[src/rtl/lahp_pkg.sv]
package lahp_pkg;

	// Address decode: full I/O address, window base alignment and size.
	localparam int          ADDR_W       = 16;
	localparam int          DECODE_W     = 10;
	localparam int          BLOCK_W      = 4;

	// Port offsets inside the sixteen-location block.
	localparam logic [3:0]  OFS_FM_L_SEL = 4'h0;
	localparam logic [3:0]  OFS_FM_L_DAT = 4'h1;
	localparam logic [3:0]  OFS_FM_R_SEL = 4'h2;
	localparam logic [3:0]  OFS_FM_R_DAT = 4'h3;
	localparam logic [3:0]  OFS_MIX_IDX  = 4'h4;
	localparam logic [3:0]  OFS_MIX_DAT  = 4'h5;
	localparam logic [3:0]  OFS_IF_RST   = 4'h6;
	localparam logic [3:0]  OFS_FM_SEL   = 4'h8;
	localparam logic [3:0]  OFS_FM_DAT   = 4'h9;
	localparam logic [3:0]  OFS_RD_DATA  = 4'hA;
	localparam logic [3:0]  OFS_CMD      = 4'hC;
	localparam logic [3:0]  OFS_AVAIL    = 4'hE;

	// Mixer indices.
	localparam logic [7:0]  MIX_RESET    = 8'h00;
	localparam logic [7:0]  MIX_VOICE    = 8'h04;
	localparam logic [7:0]  MIX_MIC      = 8'h0A;
	localparam logic [7:0]  MIX_INPUT    = 8'h0C;
	localparam logic [7:0]  MIX_OUTPUT   = 8'h0E;
	localparam logic [7:0]  MIX_MASTER   = 8'h22;
	localparam logic [7:0]  MIX_FM       = 8'h26;
	localparam logic [7:0]  MIX_CD       = 8'h28;
	localparam logic [7:0]  MIX_LINE     = 8'h2E;

	// Mixer reset values.
	localparam logic [7:0]  RST_VOICE    = 8'h99;
	localparam logic [7:0]  RST_MIC      = 8'h01;
	localparam logic [7:0]  RST_INPUT    = 8'h00;
	localparam logic [7:0]  RST_OUTPUT   = 8'h00;
	localparam logic [7:0]  RST_MASTER   = 8'h99;
	localparam logic [7:0]  RST_FM       = 8'h99;
	localparam logic [7:0]  RST_CD       = 8'h01;
	localparam logic [7:0]  RST_LINE     = 8'h01;

	// Writable field masks; other bits read back as zero, except that MSK_STEREO is not applied.
	localparam logic [7:0]  MSK_MIC      = 8'h03;
	localparam logic [7:0]  MSK_INPUT    = 8'h06;
	localparam logic [7:0]  MSK_OUTPUT   = 8'h02;
	localparam logic [7:0]  MSK_STEREO   = 8'hEE;

	// Field positions.
	localparam int          BIT_IF_RST   = 0;
	localparam int          BIT_FLAG     = 7;
	localparam int          INSEL_LO     = 1;
	localparam int          STEREO_BIT   = 1;

	// Converter input source codes.
	localparam logic [1:0]  SRC_MIC      = 2'h0;
	localparam logic [1:0]  SRC_CD       = 2'h1;
	localparam logic [1:0]  SRC_LINE     = 2'h3;

	// Host I/O cycle.
	typedef struct packed {
		logic              rd;
		logic              wr;
		logic [ADDR_W-1:0] addr;
		logic [7:0]        wdata;
	} lahp_io_s;

	// Strobe toward an internal engine.
	typedef struct packed {
		logic       stb;
		logic [1:0] port;
		logic [7:0] data;
	} lahp_stb_s;

	// Mixer settings pushed to the main codec mixer.
	typedef struct packed {
		logic [7:0] voice;
		logic [7:0] mic;
		logic [1:0] in_src;
		logic       stereo;
		logic [7:0] master;
		logic [7:0] fm;
		logic [7:0] cd;
		logic [7:0] line;
	} lahp_mix_s;

	// Interface operating mode.
	typedef enum logic [1:0] {
		MODE_NATIVE = 2'b01,
		MODE_LEGACY = 2'b10
	} lahp_mode_e;

endpackage

[src/rtl/lahp_port.sv]
`timescale 1ns/1ps
`default_nettype none

module lahp_port #(
	parameter int BASE_W = 10
) (
	input  wire logic               clock_i,
	input  wire logic               resetn_i,
	input  wire logic               ce_i,
	input  wire lahp_pkg::lahp_io_s io_i,
	input  wire logic [9:0]         legacy_port_base_i,
	input  wire logic [7:0]         fm_status_l_i,
	input  wire logic [7:0]         fm_status_r_i,
	input  wire logic               cmd_ready_i,
	input  wire logic               rd_valid_i,
	input  wire logic [7:0]         rd_data_i,
	input  wire logic               native_irq_i,
	input  wire logic               native_dma_req_i,
	input  wire logic               legacy_irq_i,
	input  wire logic               legacy_dma_req_i,
	input  wire logic               native_access_i,
	output logic [7:0]              rdata_o,
	output logic                    sel_o,
	output lahp_pkg::lahp_stb_s     fm_o,
	output lahp_pkg::lahp_stb_s     cmd_o,
	output logic                    rd_ack_o,
	output logic                    if_reset_o,
	output lahp_pkg::lahp_mix_s     mix_o,
	output logic                    mix_upd_o,
	output lahp_pkg::lahp_mode_e    mode_o,
	output logic                    irq_o,
	output logic                    dma_req_o
);

	// Width check: decoder serves exactly the ten-bit space.
	initial begin
		if (BASE_W != lahp_pkg::DECODE_W) begin
			$error("BASE_W must equal the decoded width");
		end
	end

	// Whole module state.
	typedef struct packed {
		logic [7:0]           rdata;
		logic                 sel;
		lahp_pkg::lahp_stb_s  fm;
		lahp_pkg::lahp_stb_s  cmd;
		logic                 rd_ack;
		logic                 rst_armed;
		logic                 if_reset;
		logic [7:0]           idx;
		lahp_pkg::lahp_mix_s  mix;
		logic                 mix_upd;
		lahp_pkg::lahp_mode_e mode;
		logic                 irq;
		logic                 dma;
	} lahp_state_s;

	lahp_state_s st_r;  // Registered state.
	lahp_state_s st_nxt; // Next state.

	logic        hit;     // Access lands in our block.
	logic [3:0]  ofs;     // Offset in the block.
	logic [7:0]  mix_rd;  // Indexed mixer readback.
	logic        mix_wr;  // Mixer data write strobe.
	lahp_pkg::lahp_mix_s mix_def; // Mixer default values.

	// Default mixer contents.
	always_comb begin
		mix_def.voice  = lahp_pkg::RST_VOICE;
		mix_def.mic    = lahp_pkg::RST_MIC;
		mix_def.in_src = lahp_pkg::RST_INPUT[2:1];
		mix_def.stereo = lahp_pkg::RST_OUTPUT[lahp_pkg::STEREO_BIT];
		mix_def.master = lahp_pkg::RST_MASTER;
		mix_def.fm     = lahp_pkg::RST_FM;
		mix_def.cd     = lahp_pkg::RST_CD;
		mix_def.line   = lahp_pkg::RST_LINE;
	end

	// Address decode: upper bits zero, base bits 9:4 match, 16 slots.
	always_comb begin
		hit = (io_i.addr[lahp_pkg::ADDR_W-1:lahp_pkg::DECODE_W] == '0)
			&& (io_i.addr[lahp_pkg::DECODE_W-1:lahp_pkg::BLOCK_W]
			== legacy_port_base_i[lahp_pkg::DECODE_W-1:lahp_pkg::BLOCK_W])
			&& (io_i.rd || io_i.wr);
		ofs = io_i.addr[lahp_pkg::BLOCK_W-1:0];
		mix_wr = hit && io_i.wr && (ofs == lahp_pkg::OFS_MIX_DAT);
	end

	// Readback of the indexed mixer register; unknown indices read zero.
	always_comb begin
		unique case (st_r.idx)
			lahp_pkg::MIX_VOICE:  mix_rd = st_r.mix.voice;
			lahp_pkg::MIX_MIC:    mix_rd = st_r.mix.mic;
			lahp_pkg::MIX_INPUT:  mix_rd = {5'h00, st_r.mix.in_src, 1'b0};
			lahp_pkg::MIX_OUTPUT: mix_rd = {6'h00, st_r.mix.stereo, 1'b0};
			lahp_pkg::MIX_MASTER: mix_rd = st_r.mix.master;
			lahp_pkg::MIX_FM:     mix_rd = st_r.mix.fm;
			lahp_pkg::MIX_CD:     mix_rd = st_r.mix.cd;
			lahp_pkg::MIX_LINE:   mix_rd = st_r.mix.line;
			default:              mix_rd = 8'h00;
		endcase
	end

	// Next-state logic for the whole port.
	always_comb begin
		st_nxt          = st_r;
		st_nxt.sel      = 1'b0;
		st_nxt.fm.stb   = 1'b0;
		st_nxt.cmd.stb  = 1'b0;
		st_nxt.rd_ack   = 1'b0;
		st_nxt.if_reset = 1'b0;
		st_nxt.mix_upd  = 1'b0;

		// Reads: answer one cycle after the request.
		if (hit && io_i.rd) begin
			st_nxt.sel   = 1'b1;
			st_nxt.rdata = 8'h00;
			unique case (ofs)
				lahp_pkg::OFS_FM_L_SEL,
				lahp_pkg::OFS_FM_SEL: begin
					st_nxt.rdata = fm_status_l_i;
				end
				lahp_pkg::OFS_FM_R_SEL: begin
					st_nxt.rdata = fm_status_r_i;
				end
				lahp_pkg::OFS_MIX_DAT: begin
					st_nxt.rdata = mix_rd;
				end
				lahp_pkg::OFS_RD_DATA: begin
					st_nxt.rdata  = rd_data_i;
					st_nxt.rd_ack = rd_valid_i;
				end
				lahp_pkg::OFS_CMD: begin
					st_nxt.rdata[lahp_pkg::BIT_FLAG] = cmd_ready_i;
				end
				lahp_pkg::OFS_AVAIL: begin
					st_nxt.rdata[lahp_pkg::BIT_FLAG] = rd_valid_i;
				end
				default: begin
					st_nxt.rdata = 8'h00;
				end
			endcase
		end

		// Writes.
		if (hit && io_i.wr) begin
			unique case (ofs)
				lahp_pkg::OFS_FM_L_SEL, lahp_pkg::OFS_FM_L_DAT,
				lahp_pkg::OFS_FM_R_SEL, lahp_pkg::OFS_FM_R_DAT: begin
					st_nxt.fm.stb  = 1'b1;
					st_nxt.fm.port = ofs[1:0];
					st_nxt.fm.data = io_i.wdata;
				end
				lahp_pkg::OFS_FM_SEL, lahp_pkg::OFS_FM_DAT: begin
					st_nxt.fm.stb  = 1'b1;
					st_nxt.fm.port = {1'b0, ofs[0]};
					st_nxt.fm.data = io_i.wdata;
				end
				lahp_pkg::OFS_MIX_IDX: begin
					st_nxt.idx = io_i.wdata;
				end
				lahp_pkg::OFS_IF_RST: begin
					// Arm on one, fire on the following zero.
					if (io_i.wdata[lahp_pkg::BIT_IF_RST]) begin
						st_nxt.rst_armed = 1'b1;
					end else if (st_r.rst_armed) begin
						st_nxt.rst_armed = 1'b0;
						st_nxt.if_reset  = 1'b1;
					end
				end
				lahp_pkg::OFS_CMD: begin
					st_nxt.cmd.stb  = 1'b1;
					st_nxt.cmd.port = 2'h0;
					st_nxt.cmd.data = io_i.wdata;
				end
				default: begin
					st_nxt.mix_upd = 1'b0;
				end
			endcase
		end

		// Indexed mixer writes; each one to a known index is mirrored out.
		if (mix_wr) begin
			st_nxt.mix_upd = 1'b1;
			unique case (st_r.idx)
				lahp_pkg::MIX_RESET:  st_nxt.mix = mix_def;
				lahp_pkg::MIX_VOICE:  st_nxt.mix.voice = io_i.wdata;
				lahp_pkg::MIX_MIC:    st_nxt.mix.mic =
					io_i.wdata & lahp_pkg::MSK_MIC;
				lahp_pkg::MIX_INPUT:  st_nxt.mix.in_src =
					io_i.wdata[lahp_pkg::INSEL_LO +: 2];
				lahp_pkg::MIX_OUTPUT: st_nxt.mix.stereo =
					io_i.wdata[lahp_pkg::STEREO_BIT];
				lahp_pkg::MIX_MASTER: st_nxt.mix.master = io_i.wdata;
				lahp_pkg::MIX_FM:     st_nxt.mix.fm = io_i.wdata;
				lahp_pkg::MIX_CD:     st_nxt.mix.cd = io_i.wdata;
				lahp_pkg::MIX_LINE:   st_nxt.mix.line = io_i.wdata;
				default:              st_nxt.mix_upd = 1'b0;
			endcase
		end

		// Interface reset puts the mixer back to defaults.
		if (st_r.if_reset) begin
			st_nxt.mix     = mix_def;
			st_nxt.idx     = lahp_pkg::MIX_RESET;
			st_nxt.mix_upd = 1'b1;
		end

		// Mode follows the last interface the host touched.
		if (hit) begin
			st_nxt.mode = lahp_pkg::MODE_LEGACY;
		end else if (native_access_i) begin
			st_nxt.mode = lahp_pkg::MODE_NATIVE;
		end

		// Shared interrupt and DMA request follow the active mode.
		st_nxt.irq = (st_nxt.mode == lahp_pkg::MODE_LEGACY)
			? legacy_irq_i : native_irq_i;
		st_nxt.dma = (st_nxt.mode == lahp_pkg::MODE_LEGACY)
			? legacy_dma_req_i : native_dma_req_i;
	end

	// State register, frozen while the clock enable is low.
	always_ff @(posedge clock_i or negedge resetn_i) begin
		if (!resetn_i) begin
			st_r           <= '0;
			st_r.mix.voice <= lahp_pkg::RST_VOICE;
			st_r.mix.mic   <= lahp_pkg::RST_MIC;
			st_r.mix.master <= lahp_pkg::RST_MASTER;
			st_r.mix.fm    <= lahp_pkg::RST_FM;
			st_r.mix.cd    <= lahp_pkg::RST_CD;
			st_r.mix.line  <= lahp_pkg::RST_LINE;
			st_r.mode      <= lahp_pkg::MODE_NATIVE;
		end else if (ce_i) begin
			st_r <= st_nxt;
		end
	end

	// Outputs straight from state.
	assign rdata_o    = st_r.rdata;
	assign sel_o      = st_r.sel;
	assign fm_o       = st_r.fm;
	assign cmd_o      = st_r.cmd;
	assign rd_ack_o   = st_r.rd_ack;
	assign if_reset_o = st_r.if_reset;
	assign mix_o      = st_r.mix;
	assign mix_upd_o  = st_r.mix_upd;
	assign mode_o     = st_r.mode;
	assign irq_o      = st_r.irq;
	assign dma_req_o  = st_r.dma;

endmodule

`default_nettype wire

[config.mk]
export PLATFORM = sky130hd
export DESIGN_NAME = lahp_port
export DESIGN_NICKNAME = d
export VERILOG_FILES = /design/src/rtl/lahp_pkg.sv /design/src/rtl/lahp_port.sv
export SDC_FILE = /design/constraint.sdc
export NUM_CORES = 1
export LEC_CHECK = 0
export ABC_CLOCK_PERIOD_IN_PS = 2400
export BUFFER_PORTS_ARGS = -buffer_cell sky130_fd_sc_hd__buf_2
export CAP_MARGIN = 5
export CORE_MARGIN = 3
export CORE_UTILIZATION = 40
export DETAILED_ROUTE_END_ITERATION = 6
export SLEW_MARGIN = 20
export SYNTH_ARGS = -nofsm -noshare
export SYNTH_HDL_FRONTEND = slang
export SYNTH_SLANG_ARGS = --single-unit
[constraint.sdc]
create_clock -name clock_i -period 2.4 [get_ports clock_i]
set_clock_uncertainty 0.05 [all_clocks]
set_input_delay 0.24 -clock clock_i [delete_from_list [all_inputs] [get_ports clock_i]]
set_output_delay 0.24 -clock clock_i [all_outputs]
set_load 0.05 [all_outputs]
Word-level counts from Yosys, hierarchy flattened
Index checks and enable logic that the tools add are counted.

Latch bits: 0. Memories kept: 0. Flip-flop bits (word level): 96. Input port bits: 70. ROM bits: 0. RAM bits: 0. Output and inout port bits: 89. Word-level logic and storage cells: 112.

Div/mod/pow operators: 0. Bitwise operators: 0. Add/sub/neg operators: 0. Equality and inequality tests: 21. Mux-type cells: 30. Multiply operators: 0. Order comparisons: 0. Reductions and logical operators: 38. Shifts and indexed selects: 0.

Operators with widths (number): $pmux 8 s2 (6); $pmux 8 s8 (1); $mux 60 (1); $mux 52 (1); $reduce_and 3->1 (12); $eq 8x6->1 const B (4); $pmux 7 s4 (1); $eq 8x4->1 const B (3); $reduce_bool 3->1 (8); $mux 22 (1); $pmux 11 s2 (1); $eq 4x4->1 const B (5); $eq 4x3->1 const B (3); $mux 11 (1); $mux 1 (10); $mux 9 (1); $reduce_or 9->1 (1); $eq 4x2->1 const B (2); $eq 8x3->1 const B (1); $logic_not 8->1 (1); $mux 8 (1); $reduce_bool 2->1 (4); $eq 6x6->1 (1); $logic_not 6->1 (1); 12 further kinds (18).

Logic depth before layout (Yosys ltp)
Depth after elaboration: 7. Gate-level depth with buffers: 7. Depth with buffers taken out: 5.

Worst setup path after synthesis
Ideal clock, no wire load.

Path kind: register to register. From: reg st_r[60] in the netlist's numbering. To: reg st_r (netlist bit mix_o[36]). Setup slack: 426 ps. Path buffers: 2. Arrival: 1794 ps. Data required time: 2220 ps. Setup time: 130 ps. Clock period less this slack: 1974 ps. Cell stages (with the launch flop): 8. Cell sequence: dfrtp_1 or3_1 buf_2 buf_2 nor4_1 nor2_1 a21oi_1 o22ai_1.

Word-level cells in the longest chain between the ends: 4. Elaborated cells on any way between the ends: 7. Those cells by class: 1 x eq/ne; 3 x mux; 3 x reduce/logical.

Ends and longest elaborated chain: from (decl) (line lahp_port.sv:59) `lahp_state_s st_r;`; from (signal assigned) (line lahp_port.sv:236) `st_r <= st_nxt;`; $eq 8x4->1 / $logic_not 8->1 (equally long branches) (line lahp_port.sv:186) `unique case (st_r.idx)`; $pmux 8 s2 (line lahp_port.sv:186); $mux 52 (line lahp_port.sv:184) `if (mix_wr) begin`; $mux 60 (line lahp_port.sv:204) `if (st_r.if_reset) begin`.

Parallel ways exist; a longest one is shown, timed or not. The select of a mux whose other input is x is not followed. A chain may end at the register's enable or synchronous reset.

Worst setup path after layout
From: reg st_r[60] in the netlist's numbering. To: reg st_r (netlist bit mix_o[30]).

Word-level cells in the longest chain between the ends: 4. Elaborated cells on any way between the ends: 7. Those cells by class: 1 x eq/ne; 3 x mux; 3 x reduce/logical.

Ends and longest elaborated chain (line): $eq 8x6->1 / $logic_not 8->1 (equally long branches) (lahp_port.sv:186); $pmux 8 s2 (lahp_port.sv:186); $mux 52 (lahp_port.sv:184); $mux 60 (lahp_port.sv:204).

Parallel ways exist; a longest one is shown, timed or not. The select of a mux whose other input is x is not followed.

==> flow_metrics.env <==
export IMPL_p_clk_share_pct=43.8
export IMPL_ys_ff_latch=90
export IMPL_critical_path_buf_inv_count=1
export IMPL_avgSynthCellArea_um2=10.07
export IMPL_ios=159
export IMPL_cts_resized=0
export IMPL_synth_top_area_share_pct=34.36
export IMPL_crit_slowest_cell="or3_1"
export IMPL_hold_viol=0
export IMPL_synth_edf_count=0
export IMPL_core_area_mm2=0.01288
export IMPL_worst_setup_path_start_kind="register"
export IMPL_num_rows=41
export IMPL_clk_latency_ps=340
export IMPL_htreeDepth=3
export IMPL_cts_root_buf="clkbuf_16"
export IMPL_grt_usage_pct=21.15
export IMPL_hpwl_mm=12.03
export IMPL_drv_cap=0
export IMPL_drc=0
export IMPL_fin_ws_ps=178.8
export IMPL_fillers=1217
export IMPL_dieHeight_um=122.1
export IMPL_setup_viol=0
export IMPL_clkSinkCount=90
export IMPL_routedWlPerCell_um=19.14
export IMPL_port_buffer_count=146
export IMPL_async_flop_share_pct=100.0
export IMPL_start_util_pct=41.85
export IMPL_drive_above_1_share_pct=39.87
export IMPL_gr_total_overflow=0
export IMPL_fin_setup_tns_ps=0
export IMPL_synth_area_leaders="dfrtp_1 (34%), buf_4 (12%), dfstp_2 (7.8%)"
export IMPL_status="completed"
export IMPL_dr_pass1_iters=5
export IMPL_path_cells="or3_1 -> buf_4 -> nor2_1 -> nand2_1 -> a21oi_4 -> a22o_1"
export IMPL_holdCritPathClass="input port to register"
export IMPL_cts_tree="built"
export IMPL_switching_share_pct=25.54
export IMPL_first_global_vias=4516
export IMPL_synth_commonest_cells="buf_4 (83), dfrtp_1 (74), nand2_1 (40)"
export IMPL_required_ps=2620
export IMPL_synth_most_common_cell="buf_4"
export IMPL_drt_initial_drc_count=297
export IMPL_synth_cells=535
export IMPL_endpoint_kind="register"
export IMPL_grt_start_max_net_pins=51
export IMPL_seq_power_share_pct=45.4
export IMPL_antenna_found_initial=0
export IMPL_synth_ff_type="dfrtp_1"
export IMPL_final_util_pct=48.48
export IMPL_cpPeakStageDelay_ps=520
export IMPL_ys_seq_area_share_pct=42.16
export IMPL_clk_pin_slew_ps=70
export IMPL_seq_area_mm2=0.002272
export IMPL_die_area_mm2=0.01490
export IMPL_critPathKind="register to register"
export IMPL_total_leakage_power_nw=3.046
export IMPL_switchingPower_mw=0.8874
export IMPL_drv_slew=0
export IMPL_preCtsSetupSlack_ps=175.2
export IMPL_crit_fanout=9
export IMPL_synth_area_mm2=0.005389
export IMPL_place_congestion=0.8878
export IMPL_fmax_mhz=450.2
export IMPL_clk_path_buf_depth=2
export IMPL_comb_power_share_pct=10.8
export IMPL_antenna_left=0
export IMPL_cp_top_family="simple AND/OR/NAND/NOR gates"
export IMPL_multi_input_area_mm2=0.002361
export IMPL_area_growth_pct=15.83
export IMPL_synth_cell_types=61
export IMPL_peakVddDrop_mv=0.2590
export IMPL_arrival_ps=2440
export IMPL_worst_pin_slew_ps=658.4
export IMPL_num_vias=4366
export IMPL_grt_first_pass_wirelength_mm=24.36
export IMPL_numCtsBuffers=9
export IMPL_n_antenna_cell=0
export IMPL_p_int_mw=2.588
export IMPL_rsz0062_at_grt="false"
export IMPL_netlist_top_cell_by_area="dfrtp_1"
export IMPL_routed_wl_mm=15.39
export IMPL_fin_crit_ps=2221
export IMPL_die_w_um=122.1
export IMPL_ys_warn_count=0
export IMPL_timing_slew_headroom_pct=55.94
export IMPL_power_density_mw_per_mm2=556.7
export IMPL_nets=697
export IMPL_period_share_pct=92.55
export IMPL_via_per_inst=5.430
## state kept, by name (all words and copies together), names as in the netlist
signal and flops:
if_reset_o 1, sel_o 1, rdata_o 8, irq_o 1, cmd_o 9, dma_req_o 1
mix_upd_o 1, st_r 9, mix_o 45, rd_ack_o 1, mode_o 2, fm_o 11
## placed cells by master, fill, tap and decap left out, types with 5 or more instances in the layout
cell type,synthesis,final
nand3_1,9,9
mux2_2,20,20
nor2_1,29,29
o2bb2ai_1,9,9
mux2i_1,27,27
a21oi_1,10,10
a2bb2oi_1,10,10
and3_1,7,7
a31oi_1,13,13
o21ai_0,18,18
o22ai_1,5,5
dfstp_2,16,16
nand2b_1,6,6
a22oi_1,8,8
nor3_1,6,6
clkbuf_16,0,9
nand2_1,40,40
nor4_1,8,7
a22o_1,21,21
xnor2_1,6,6
a211oi_1,7,7
dfrtp_1,74,74
conb_1,1,8
buf_2,6,145
buf_4,83,35
inv_1,14,14
nand4_1,5,5
## logic make-up (layout without fill, tap and decap cells)
logic type,count (synthesis),in the layout,synth area share [%]
other,1,8,0.06959
DFF,90,90,42.16
xor gates and xnor gates,7,7,1.138
and+or+nand+nor,137,137,13.91
AOI/OAI and AO/OA,130,130,18.90
buffers and inverters,123,213,14.63
muxes,47,47,9.194
## power by group through the flow
stage / clock network, mW / logic [mW] / registers (mW)
2_1_floorplan: 0 / 0.246 / 1.61
3_3_place_gp: 0 / 0.370 / 1.61
6_report: 1.52 / 0.376 / 1.58
3_5_place_dp: 0 / 0.377 / 1.61
5_1_grt: 1.62 / 0.406 / 1.58
4_1_cts: 1.55 / 0.379 / 1.58
## path summary, 6_finish.rpt
path,from,endpoint,slack [ps],depth (start not counted)
max,st_r[60]$_DFFE_PN0P_,mix_o[30]$_DFFE_PN0P_,180,6
max in group asynchronous,resetn_i,mix_o[8]$_DFFE_PN1P_,1200,3
min,io_i[0],if_reset_o$_DFFE_PN0P_,140,2
max reg2reg,st_r[60]$_DFFE_PN0P_,mix_o[30]$_DFFE_PN0P_,180,6
min reg2reg,rdata_o[2]$_DFFE_PN0P_,rdata_o[2]$_DFFE_PN0P_,450,2
min in group asynchronous,resetn_i,cmd_o[3]$_DFFE_PN0P_,380,2
## timing repair
item,in CTS,in global routing
setup buffers,0,0
hold buffers,1,0
endpoints found under the hold margin,27,0
## worst reg2reg max path, stage by stage (launching register included)
cell     delay (ps)
dfrtp_1         390
or3_1           520
buf_4           240
nor2_1          340
nand2_1         150
a21oi_4         280
a22o_1          180
## per-stage QoR
stage                     power (mW)  hold slack [ps]  cells  area [um2]
final                          3.475            135.3    804        6242
after global routing           3.605            148.9    804        6242
after CTS                      3.512            130.5    804        6242
after detailed placement       1.984            213.2    787        5913
after global placement         1.975            193.0    787        5913
after floorplan                1.853           -105.6    542        5415
## routing by layer
metal  GRT usage, %  share of wire (%)  up-vias
met2          35.46                 49      150
met5              0                  0        -
met3          3.714                6.4       12
met1          28.33                 43     2158
li1               -                  -     2046
met4          5.668                1.2        0
## layout make-up
type	count	area share, %
Clock buffer	10	3.668
Timing Repair Buffer	182	16.32
Clock inverter	6	1.443
Tap cell	172	3.448
Multi-Input combinational cell	329	37.82
Sequential cell	90	36.40
Inverter	15	0.9020
Power figures use the tool's default switching activity.
